<file path="src/fpg_pkg.sv">
// What this block does
// - Direction bit one makes the pin an input readable by software.
// - Direction bit zero drives the pin push-pull from its output latch bit.
// - Pull-high bit one enables the weak pull-up, zero disables it.
// - An enabled pull-up connects only while the pin is an input.
// - Each port A wake enable bit arms or disarms wake-up for its pin.
// - While halted, a falling edge on an armed port A pin wakes the processor.
// - Written port data stays in the output latch until rewritten.
// - Port inputs are not latched; a read returns pins sampled during the read.
// - Reading an output pin returns its latch, not the pin level.
// - Each pin has its own direction bit at the same bit position.
// - Direction may change at any time; the pin enables follow one clock after the write.
package fpg_pkg;
  localparam int unsigned fpg_data_w = 8;
  localparam int unsigned fpg_addr_w = 4;
  localparam int unsigned fpg_port_d_w = 6;
  localparam logic [3:0] fpg_off_a_wake = 4'h0;
  localparam logic [3:0] fpg_off_a_pull = 4'h1;
  localparam logic [3:0] fpg_off_a_data = 4'h2;
  localparam logic [3:0] fpg_off_a_dir = 4'h3;
  localparam logic [3:0] fpg_off_b_pull = 4'h4;
  localparam logic [3:0] fpg_off_b_data = 4'h5;
  localparam logic [3:0] fpg_off_b_dir = 4'h6;
  localparam logic [3:0] fpg_off_c_pull = 4'h7;
  localparam logic [3:0] fpg_off_c_data = 4'h8;
  localparam logic [3:0] fpg_off_c_dir = 4'h9;
  localparam logic [3:0] fpg_off_d_pull = 4'ha;
  localparam logic [3:0] fpg_off_d_data = 4'hb;
  localparam logic [3:0] fpg_off_d_dir = 4'hc;
  localparam logic [7:0] fpg_rst_ones = 8'hff;
  localparam logic [7:0] fpg_rst_zero = 8'h00;
  localparam logic [7:0] fpg_d_mask = 8'h3f;
endpackage : fpg_pkg
</file>
<file path="src/fpg_pin_if.sv">
interface fpg_pin_if #(parameter int unsigned width = 8);
  logic [width-1:0] latch;
  logic [width-1:0] dir;
  logic [width-1:0] pull;
  logic [width-1:0] pin_in;
  logic [width-1:0] rd_val;
  logic [width-1:0] oe;
  logic [width-1:0] pu_on;
  modport ctrl (output latch, output dir, output pull, output pin_in,
    input rd_val, input oe, input pu_on);
  modport pin (input latch, input dir, input pull, input pin_in,
    output rd_val, output oe, output pu_on);
endinterface : fpg_pin_if

</file>
<file path="src/fpg_gpio.sv">
module fpg_gpio
  import fpg_pkg::*;
#(
  parameter int unsigned data_w = fpg_data_w
)
(
  input wire logic clk,
  input wire logic rst,
  input wire logic ce,
  input wire logic [fpg_addr_w-1:0] addr,
  input wire logic wr,
  input wire logic rd,
  input wire logic [7:0] wdata,
  output logic [7:0] rdata,
  input wire logic halted,
  output logic wake,
  input wire logic [7:0] pa_in,
  output logic [7:0] pa_out,
  output logic [7:0] pa_oe,
  output logic [7:0] pa_pu,
  input wire logic [7:0] pb_in,
  output logic [7:0] pb_out,
  output logic [7:0] pb_oe,
  output logic [7:0] pb_pu,
  input wire logic [7:0] pc_in,
  output logic [7:0] pc_out,
  output logic [7:0] pc_oe,
  output logic [7:0] pc_pu,
  input wire logic [5:0] pd_in,
  output logic [5:0] pd_out,
  output logic [5:0] pd_oe,
  output logic [5:0] pd_pu
);
  if (data_w != fpg_data_w)
    $error("fpg_gpio serves only 8-bit data");

  logic [7:0] port_a_wake_enable;
  logic [7:0] port_a_pullup_enable;
  logic [7:0] port_a_data;
  logic [7:0] port_a_direction;
  logic [7:0] port_b_pullup_enable;
  logic [7:0] port_b_data;
  logic [7:0] port_b_direction;
  logic [7:0] port_c_pullup_enable;
  logic [7:0] port_c_data;
  logic [7:0] port_c_direction;
  logic [7:0] port_d_pullup_enable;
  logic [7:0] port_d_data;
  logic [7:0] port_d_direction;
  logic [7:0] pa_prev;

  fpg_pin_if #(.width(8)) if_a ();
  fpg_pin_if #(.width(8)) if_b ();
  fpg_pin_if #(.width(8)) if_c ();
  fpg_pin_if #(.width(8)) if_d ();

  assign if_a.latch = port_a_data;
  assign if_a.dir = port_a_direction;
  assign if_a.pull = port_a_pullup_enable;
  assign if_a.pin_in = pa_in;
  assign if_b.latch = port_b_data;
  assign if_b.dir = port_b_direction;
  assign if_b.pull = port_b_pullup_enable;
  assign if_b.pin_in = pb_in;
  assign if_c.latch = port_c_data;
  assign if_c.dir = port_c_direction;
  assign if_c.pull = port_c_pullup_enable;
  assign if_c.pin_in = pc_in;
  assign if_d.latch = port_d_data;
  assign if_d.dir = port_d_direction;
  assign if_d.pull = port_d_pullup_enable;
  assign if_d.pin_in = {2'h0, pd_in};

  fpg_pin_mux u_mux_a (.p(if_a));
  fpg_pin_mux u_mux_b (.p(if_b));
  fpg_pin_mux u_mux_c (.p(if_c));
  fpg_pin_mux u_mux_d (.p(if_d));

  function automatic logic hit(input logic [3:0] a, input logic [3:0] off);
    hit = (a == off);
  endfunction : hit

  wire we = ce & wr;
  wire [7:0] wd_d = wdata & fpg_d_mask;

  // Gaps in the map read as zero
  logic [7:0] next_rdata;
  always_comb
  begin
    case (addr)
      fpg_off_a_wake: next_rdata = port_a_wake_enable;
      fpg_off_a_pull: next_rdata = port_a_pullup_enable;
      fpg_off_a_data: next_rdata = if_a.rd_val;
      fpg_off_a_dir: next_rdata = port_a_direction;
      fpg_off_b_pull: next_rdata = port_b_pullup_enable;
      fpg_off_b_data: next_rdata = if_b.rd_val;
      fpg_off_b_dir: next_rdata = port_b_direction;
      fpg_off_c_pull: next_rdata = port_c_pullup_enable;
      fpg_off_c_data: next_rdata = if_c.rd_val;
      fpg_off_c_dir: next_rdata = port_c_direction;
      fpg_off_d_pull: next_rdata = port_d_pullup_enable & fpg_d_mask;
      fpg_off_d_data: next_rdata = if_d.rd_val & fpg_d_mask;
      fpg_off_d_dir: next_rdata = port_d_direction & fpg_d_mask;
      default: next_rdata = fpg_rst_zero;
    endcase
  end

  // Falling edge on an armed port A read value (pin, or latch for outputs), only counted while halted
  wire [7:0] pa_fall = pa_prev & ~if_a.rd_val & port_a_wake_enable;
  wire next_wake = halted & (|pa_fall);

  always_ff @(posedge clk or posedge rst)
  begin
    if (rst)
    begin
      port_a_wake_enable <= fpg_rst_zero;
      port_a_pullup_enable <= fpg_rst_zero;
      port_a_data <= fpg_rst_ones;
      port_a_direction <= fpg_rst_ones;
      port_b_pullup_enable <= fpg_rst_zero;
      port_b_data <= fpg_rst_ones;
      port_b_direction <= fpg_rst_ones;
      port_c_pullup_enable <= fpg_rst_zero;
      port_c_data <= fpg_rst_ones;
      port_c_direction <= fpg_rst_ones;
      port_d_pullup_enable <= fpg_rst_zero;
      port_d_data <= fpg_d_mask;
      port_d_direction <= fpg_d_mask;
    end
    else if (we)
    begin
      // Each register holds until its own address is written again
      if (hit(addr, fpg_off_a_wake)) port_a_wake_enable <= wdata;
      if (hit(addr, fpg_off_a_pull)) port_a_pullup_enable <= wdata;
      if (hit(addr, fpg_off_a_data)) port_a_data <= wdata;
      if (hit(addr, fpg_off_a_dir)) port_a_direction <= wdata;
      if (hit(addr, fpg_off_b_pull)) port_b_pullup_enable <= wdata;
      if (hit(addr, fpg_off_b_data)) port_b_data <= wdata;
      if (hit(addr, fpg_off_b_dir)) port_b_direction <= wdata;
      if (hit(addr, fpg_off_c_pull)) port_c_pullup_enable <= wdata;
      if (hit(addr, fpg_off_c_data)) port_c_data <= wdata;
      if (hit(addr, fpg_off_c_dir)) port_c_direction <= wdata;
      if (hit(addr, fpg_off_d_pull)) port_d_pullup_enable <= wd_d;
      if (hit(addr, fpg_off_d_data)) port_d_data <= wd_d;
      if (hit(addr, fpg_off_d_dir)) port_d_direction <= wd_d;
    end
  end

  always_ff @(posedge clk or posedge rst)
  begin
    if (rst)
    begin
      rdata <= fpg_rst_zero;
      wake <= 1'b0;
      pa_prev <= fpg_rst_zero;
      pa_out <= fpg_rst_ones;
      pa_oe <= fpg_rst_zero;
      pa_pu <= fpg_rst_zero;
      pb_out <= fpg_rst_ones;
      pb_oe <= fpg_rst_zero;
      pb_pu <= fpg_rst_zero;
      pc_out <= fpg_rst_ones;
      pc_oe <= fpg_rst_zero;
      pc_pu <= fpg_rst_zero;
      pd_out <= fpg_d_mask[5:0];
      pd_oe <= fpg_rst_zero[5:0];
      pd_pu <= fpg_rst_zero[5:0];
    end
    else if (ce)
    begin
      if (rd)
        rdata <= next_rdata;
      wake <= next_wake;
      pa_prev <= if_a.rd_val;
      pa_out <= port_a_data;
      pa_oe <= if_a.oe;
      pa_pu <= if_a.pu_on;
      pb_out <= port_b_data;
      pb_oe <= if_b.oe;
      pb_pu <= if_b.pu_on;
      pc_out <= port_c_data;
      pc_oe <= if_c.oe;
      pc_pu <= if_c.pu_on;
      pd_out <= port_d_data[5:0];
      pd_oe <= if_d.oe[5:0];
      pd_pu <= if_d.pu_on[5:0];
    end
  end
endmodule : fpg_gpio

</file>
<file path="src/fpg_pin_mux.sv">
module fpg_pin_mux
  import fpg_pkg::*;
(
  fpg_pin_if.pin p
);
  assign p.oe = ~p.dir;
  assign p.pu_on = p.pull & p.dir;
  // Outputs read back the latch so read-modify-write is safe on loaded pins
  assign p.rd_val = (p.dir & p.pin_in) | (~p.dir & p.latch);
endmodule : fpg_pin_mux

</file>
<file path="config.mk">
export PLATFORM = sky130hd
export DESIGN_NAME = fpg_gpio
export DESIGN_NICKNAME = d
export VERILOG_FILES = /design/src/fpg_pkg.sv /design/src/fpg_pin_if.sv /design/src/fpg_gpio.sv /design/src/fpg_pin_mux.sv
export SDC_FILE = /design/constraint.sdc
export NUM_CORES = 1
export LEC_CHECK = 0
export BUFFER_PORTS_ARGS = -buffer_cell sky130_fd_sc_hd__buf_2
export CORE_MARGIN = 8
export CORE_UTILIZATION = 38
export CTS_BUF_LIST = sky130_fd_sc_hd__clkbuf_8
export CTS_CLUSTER_DIAMETER = 50
export DETAILED_ROUTE_END_ITERATION = 8
export PLACE_DENSITY = 0.68
export SYNTH_ARGS = -nofsm -noshare
export SYNTH_HDL_FRONTEND = slang
export SYNTH_HIERARCHICAL = 1
export SYNTH_SLANG_ARGS = --single-unit
</file>
<file path="constraint.sdc">
create_clock -name clk -period 7.9 [get_ports clk]
set_input_delay 1.185 -clock clk [delete_from_list [all_inputs] [get_ports clk]]
set_output_delay 1.185 -clock clk [all_outputs]
set_load 0.02 [all_outputs]
</file>
==> impl_metrics.prom <==
# TYPE chip_impl_metric gauge
chip_impl_info{name="outcome",value="finished, final reports clean"} 1
chip_impl_metric{name="fin_util",unit="%"} 45.2
chip_impl_metric{name="grt_antenna_before_repair",unit=""} 1
chip_impl_metric{name="timing.fmax",unit="MHz"} 364
chip_impl_metric{name="cts-buffers-inserted",unit=""} 38
chip_impl_metric{name="postCtsSetupBuffers",unit=""} 0
chip_impl_info{name="crit_slowest_cell",value="sky130_fd_sc_hd__buf_4"} 1
chip_impl_metric{name="cp_slowest_stage_delay",unit="ns"} 0.58
chip_impl_metric{name="count_of_yosys_warnings_during_synthesis",unit=""} 6
chip_impl_metric{name="maxCapViolCount",unit=""} 0
chip_impl_metric{name="clockBufferDepth",unit=""} 3
chip_impl_metric{name="report.final.setup_viol",unit=""} 0
chip_impl_metric{name="gp_congestion",unit=""} 0.897
chip_impl_metric{name="antenna-diode-count",unit=""} 0
chip_impl_metric{name="clock_insertion_delay_worst_skew",unit="ns"} 0.53
chip_impl_metric{name="numClockSinks",unit=""} 205
chip_impl_metric{name="num-fill-cells",unit=""} 2388
chip_impl_metric{name="sequential_cell_area",unit="µm²"} 5240
chip_impl_metric{name="first_global_vias",unit=""} 6921
chip_impl_metric{name="placement.io_buffers",unit=""} 146
chip_impl_metric{name="timing.critical_path.required",unit="ns"} 8.33
chip_impl_metric{name="worst_clock_skew",unit="ns"} 0.0311
chip_impl_info{name="clock_tree_from_tritoncts",value="done"} 1
chip_impl_metric{name="fin_setup_tns",unit="ns"} 0
chip_impl_info{name="crit_type",value="input pin to flip-flop"} 1
chip_impl_metric{name="drt-vias-per-instance",unit=""} 5.18
chip_impl_metric{name="detailroute.via_count",unit=""} 6402
chip_impl_info{name="root_buffer",value="sky130_fd_sc_hd__clkbuf_8"} 1
chip_impl_info{name="crit_family",value="simple AND/OR/NAND/NOR gates"} 1
chip_impl_metric{name="relSlewSlack",unit="%"} 32.7
chip_impl_metric{name="detail_route.first_pass.iterations",unit=""} 5
chip_impl_info{name="hold_class",value="flip-flop to flip-flop"} 1
chip_impl_metric{name="cts_repair_resize_count",unit=""} 0
chip_impl_metric{name="postSynthAreaPerCell",unit="µm²"} 13.7
chip_impl_metric{name="totalWireLength",unit="µm"} 27800
chip_impl_metric{name="die_width",unit="µm"} 177
chip_impl_metric{name="dpl_worst_slack",unit="ns"} 4.61
chip_impl_metric{name="postCtsHoldBufs",unit=""} 0
chip_impl_info{name="critical_path.startpoint_type",value="input pin"} 1
chip_impl_metric{name="die-height",unit="µm"} 177
chip_impl_metric{name="crit_share_post_route",unit="%"} 34.8
chip_impl_metric{name="antenna_left",unit=""} 0
chip_impl_metric{name="vdd.ir_drop.worst",unit="µV"} 149
chip_impl_metric{name="routed_wire_length_per_instance",unit="µm"} 22.5
chip_impl_metric{name="syn_area",unit="µm²"} 9850
chip_impl_metric{name="crit_arrival",unit="ns"} 3.17
chip_impl_metric{name="post_route_cells_drive_above_1_share",unit="%"} 63.6
chip_impl_metric{name="initial_drc_count",unit=""} 452
chip_impl_metric{name="period_needed",unit="ns"} 2.75
chip_impl_metric{name="timing_hold_violations_final",unit=""} 0
chip_impl_info{name="crit_chain",value="buf_4 > nand2b_2 > nor3_2 > and3_1 > mux2_2"} 1
chip_impl_metric{name="syn-num-nets",unit=""} 769
chip_impl_metric{name="pin_count_of_the_biggest_net_entering_global_routing",unit=""} 143
chip_impl_metric{name="coreArea",unit="µm²"} 25800
chip_impl_info{name="endpoint_kind",value="flip-flop"} 1
chip_impl_metric{name="total_routing_resource_utilization_after_global_routing",unit="%"} 17.9
chip_impl_metric{name="clock_pin_slew_on_the_worst_setup_and_hold_paths",unit="ns"} 0.05
chip_impl_metric{name="boundary_pins",unit=""} 147
chip_impl_metric{name="timing.critical_path.buf_inv",unit=""} 1
chip_impl_metric{name="initial_utilization",unit="%"} 38.2
chip_impl_metric{name="htree_num_levels",unit=""} 2
chip_impl_metric{name="dp.final_hpwl",unit="µm"} 19400
chip_impl_metric{name="grt-ovfl-total",unit=""} 0
chip_impl_metric{name="drc",unit=""} 0
chip_impl_metric{name="global_route_wire_length_before_repair",unit="µm"} 43100
chip_impl_metric{name="total_die_area",unit="µm²"} 31300
chip_impl_metric{name="multiInputGateArea",unit="µm²"} 4260
chip_impl_info{name="grt_setup_unrepaired",value="false"} 1
chip_impl_metric{name="cp_max_fo",unit=""} 58
chip_impl_metric{name="finalWorstSetupSlack",unit="ns"} 5.15
chip_impl_metric{name="leakage_power",unit="nW"} 5.29
chip_impl_metric{name="nNetsFinal",unit=""} 918
chip_impl_metric{name="post_synth_inst_count",unit=""} 721
chip_impl_metric{name="slew_violations",unit=""} 0
chip_impl_metric{name="cellPowerDensity",unit="nW/µm²"} 283
chip_impl_metric{name="core.rowCount",unit=""} 59
chip_impl_metric{name="worst_pin_slew",unit="ns"} 1.01
chip_impl_metric{name="area_growth_syn_to_layout",unit="%"} 18.1
[worst register-to-register path: stages, from the launching register on]
cell	delay, ns
sky130_fd_sc_hd__dfstp_2	0.61
sky130_fd_sc_hd__mux2_4	0.35
sky130_fd_sc_hd__mux4_2	0.48
sky130_fd_sc_hd__nand2_1	0.10
sky130_fd_sc_hd__a31oi_1	0.12
sky130_fd_sc_hd__a221o_1	0.29
[stage by stage]
stage | cells | total power, mW | area, µm² | hold slack (ns)
after CTS | 1235 | 3.34 | 11600 | 0.504
after floorplan | 721 | 1.98 | 9850 | 0.481
after global placement | 1165 | 2.25 | 10800 | 0.486
after global routing | 1235 | 3.46 | 11600 | 0.518
final | 1235 | 3.29 | 11600 | 0.498
after detailed placement | 1165 | 2.26 | 10800 | 0.491
[area by class of cell]
type / count / share of cell area (%)
clock inverter: 24 / 1.45
timing repair buffer: 151 / 6.62
tap: 335 / 3.60
multi-input combinational: 439 / 36.6
sequential: 205 / 45.1
clock buffer: 46 / 5.44
inverter: 35 / 1.19
[layer usage]
| metal | vias to the layer above | part of all wire, % | global-route usage, % | wire (µm) |
|---|---|---|---|---|
| met5 | - | 0 | 0 | 0 |
| met3 | 35 | 6.3 | 4.03 | 1760 |
| li1 | 2904 | - | - | - |
| met2 | 193 | 46 | 27.7 | 12700 |
| met4 | 0 | 1.9 | 4.87 | 538 |
| met1 | 3270 | 46 | 24.8 | 12800 |
[registers in the layout (all words and copies together) (netlist names), 8 cells and up]
name,cells
pc_oe,8
pa_out,8
rdata,8
pc_pu,8
pb_oe,8
pb_pu,8
if_a.pull,8
if_b.pull,8
port_a_wake_enable,8
if_a.dir,8
pc_out,8
if_c.dir,8
if_b.latch,8
pb_out,8
pa_prev,8
pa_oe,8
if_a.latch,8
pa_pu,8
if_c.latch,8
if_b.dir,8
if_c.pull,8
[cells in the final DEF, fill, tap and decap left out, types with 3 or more instances in the layout]
cell type / n
sky130_fd_sc_hd__mux2_2: 194
sky130_fd_sc_hd__buf_2: 145
sky130_fd_sc_hd__dfrtp_1: 115
sky130_fd_sc_hd__dfstp_2: 90
sky130_fd_sc_hd__inv_1: 55
sky130_fd_sc_hd__clkbuf_8: 46
sky130_fd_sc_hd__mux2_4: 38
sky130_fd_sc_hd__and2_2: 30
sky130_fd_sc_hd__nand2_1: 27
sky130_fd_sc_hd__mux2i_1: 15
sky130_fd_sc_hd__nand3b_1: 12
sky130_fd_sc_hd__nor2b_1: 7
sky130_fd_sc_hd__o21ai_0: 6
sky130_fd_sc_hd__a32oi_1: 6
sky130_fd_sc_hd__nand2b_1: 6
sky130_fd_sc_hd__a21oi_1: 6
sky130_fd_sc_hd__o22ai_1: 6
sky130_fd_sc_hd__buf_4: 6
sky130_fd_sc_hd__a31oi_1: 5
sky130_fd_sc_hd__nand3_1: 5
sky130_fd_sc_hd__and3_1: 4
sky130_fd_sc_hd__nor2_1: 4
sky130_fd_sc_hd__a22o_1: 4
sky130_fd_sc_hd__a221o_1: 4
sky130_fd_sc_hd__a211oi_1: 3
sky130_fd_sc_hd__a22oi_1: 3
sky130_fd_sc_hd__or3b_2: 3
sky130_fd_sc_hd__or3_1: 3
sky130_fd_sc_hd__a221oi_1: 3
sky130_fd_sc_hd__nor2_2: 3
sky130_fd_sc_hd__bufinv_16: 3
[worst paths after layout]
path                       depth (start not counted)  slack [ns]                     from                                 to
max reg2reg                                        5        5.85  if_a.dir[3]$_DFFE_PP1P_               rdata[3]$_DFFE_PP0P_
max in group asynchronous                          3        5.52                      rst  port_a_wake_enable[4]$_DFFE_PP0P_
max                                                5        5.15                       ce            if_d.dir[0]$_DFFE_PP1P_
min                                                1        0.50     pd_oe[5]$_DFFE_PP0P_               pd_oe[5]$_DFFE_PP0P_
min reg2reg                                        1        0.50     pd_oe[5]$_DFFE_PP0P_               pd_oe[5]$_DFFE_PP0P_
min in group asynchronous                          2        0.88                      rst               pc_pu[4]$_DFFE_PP0P_
[power by group]
| group | internal [mW] | total, mW | switching, mW |
|---|---|---|---|
| registers | 1.33 | 1.51 | 0.184 |
| clock network | 0.623 | 1.06 | 0.439 |
| logic | 0.353 | 0.719 | 0.366 |
| total | 2.31 | 3.29 | 0.988 |
No activity file was read; power rests on OpenSTA's default activity.
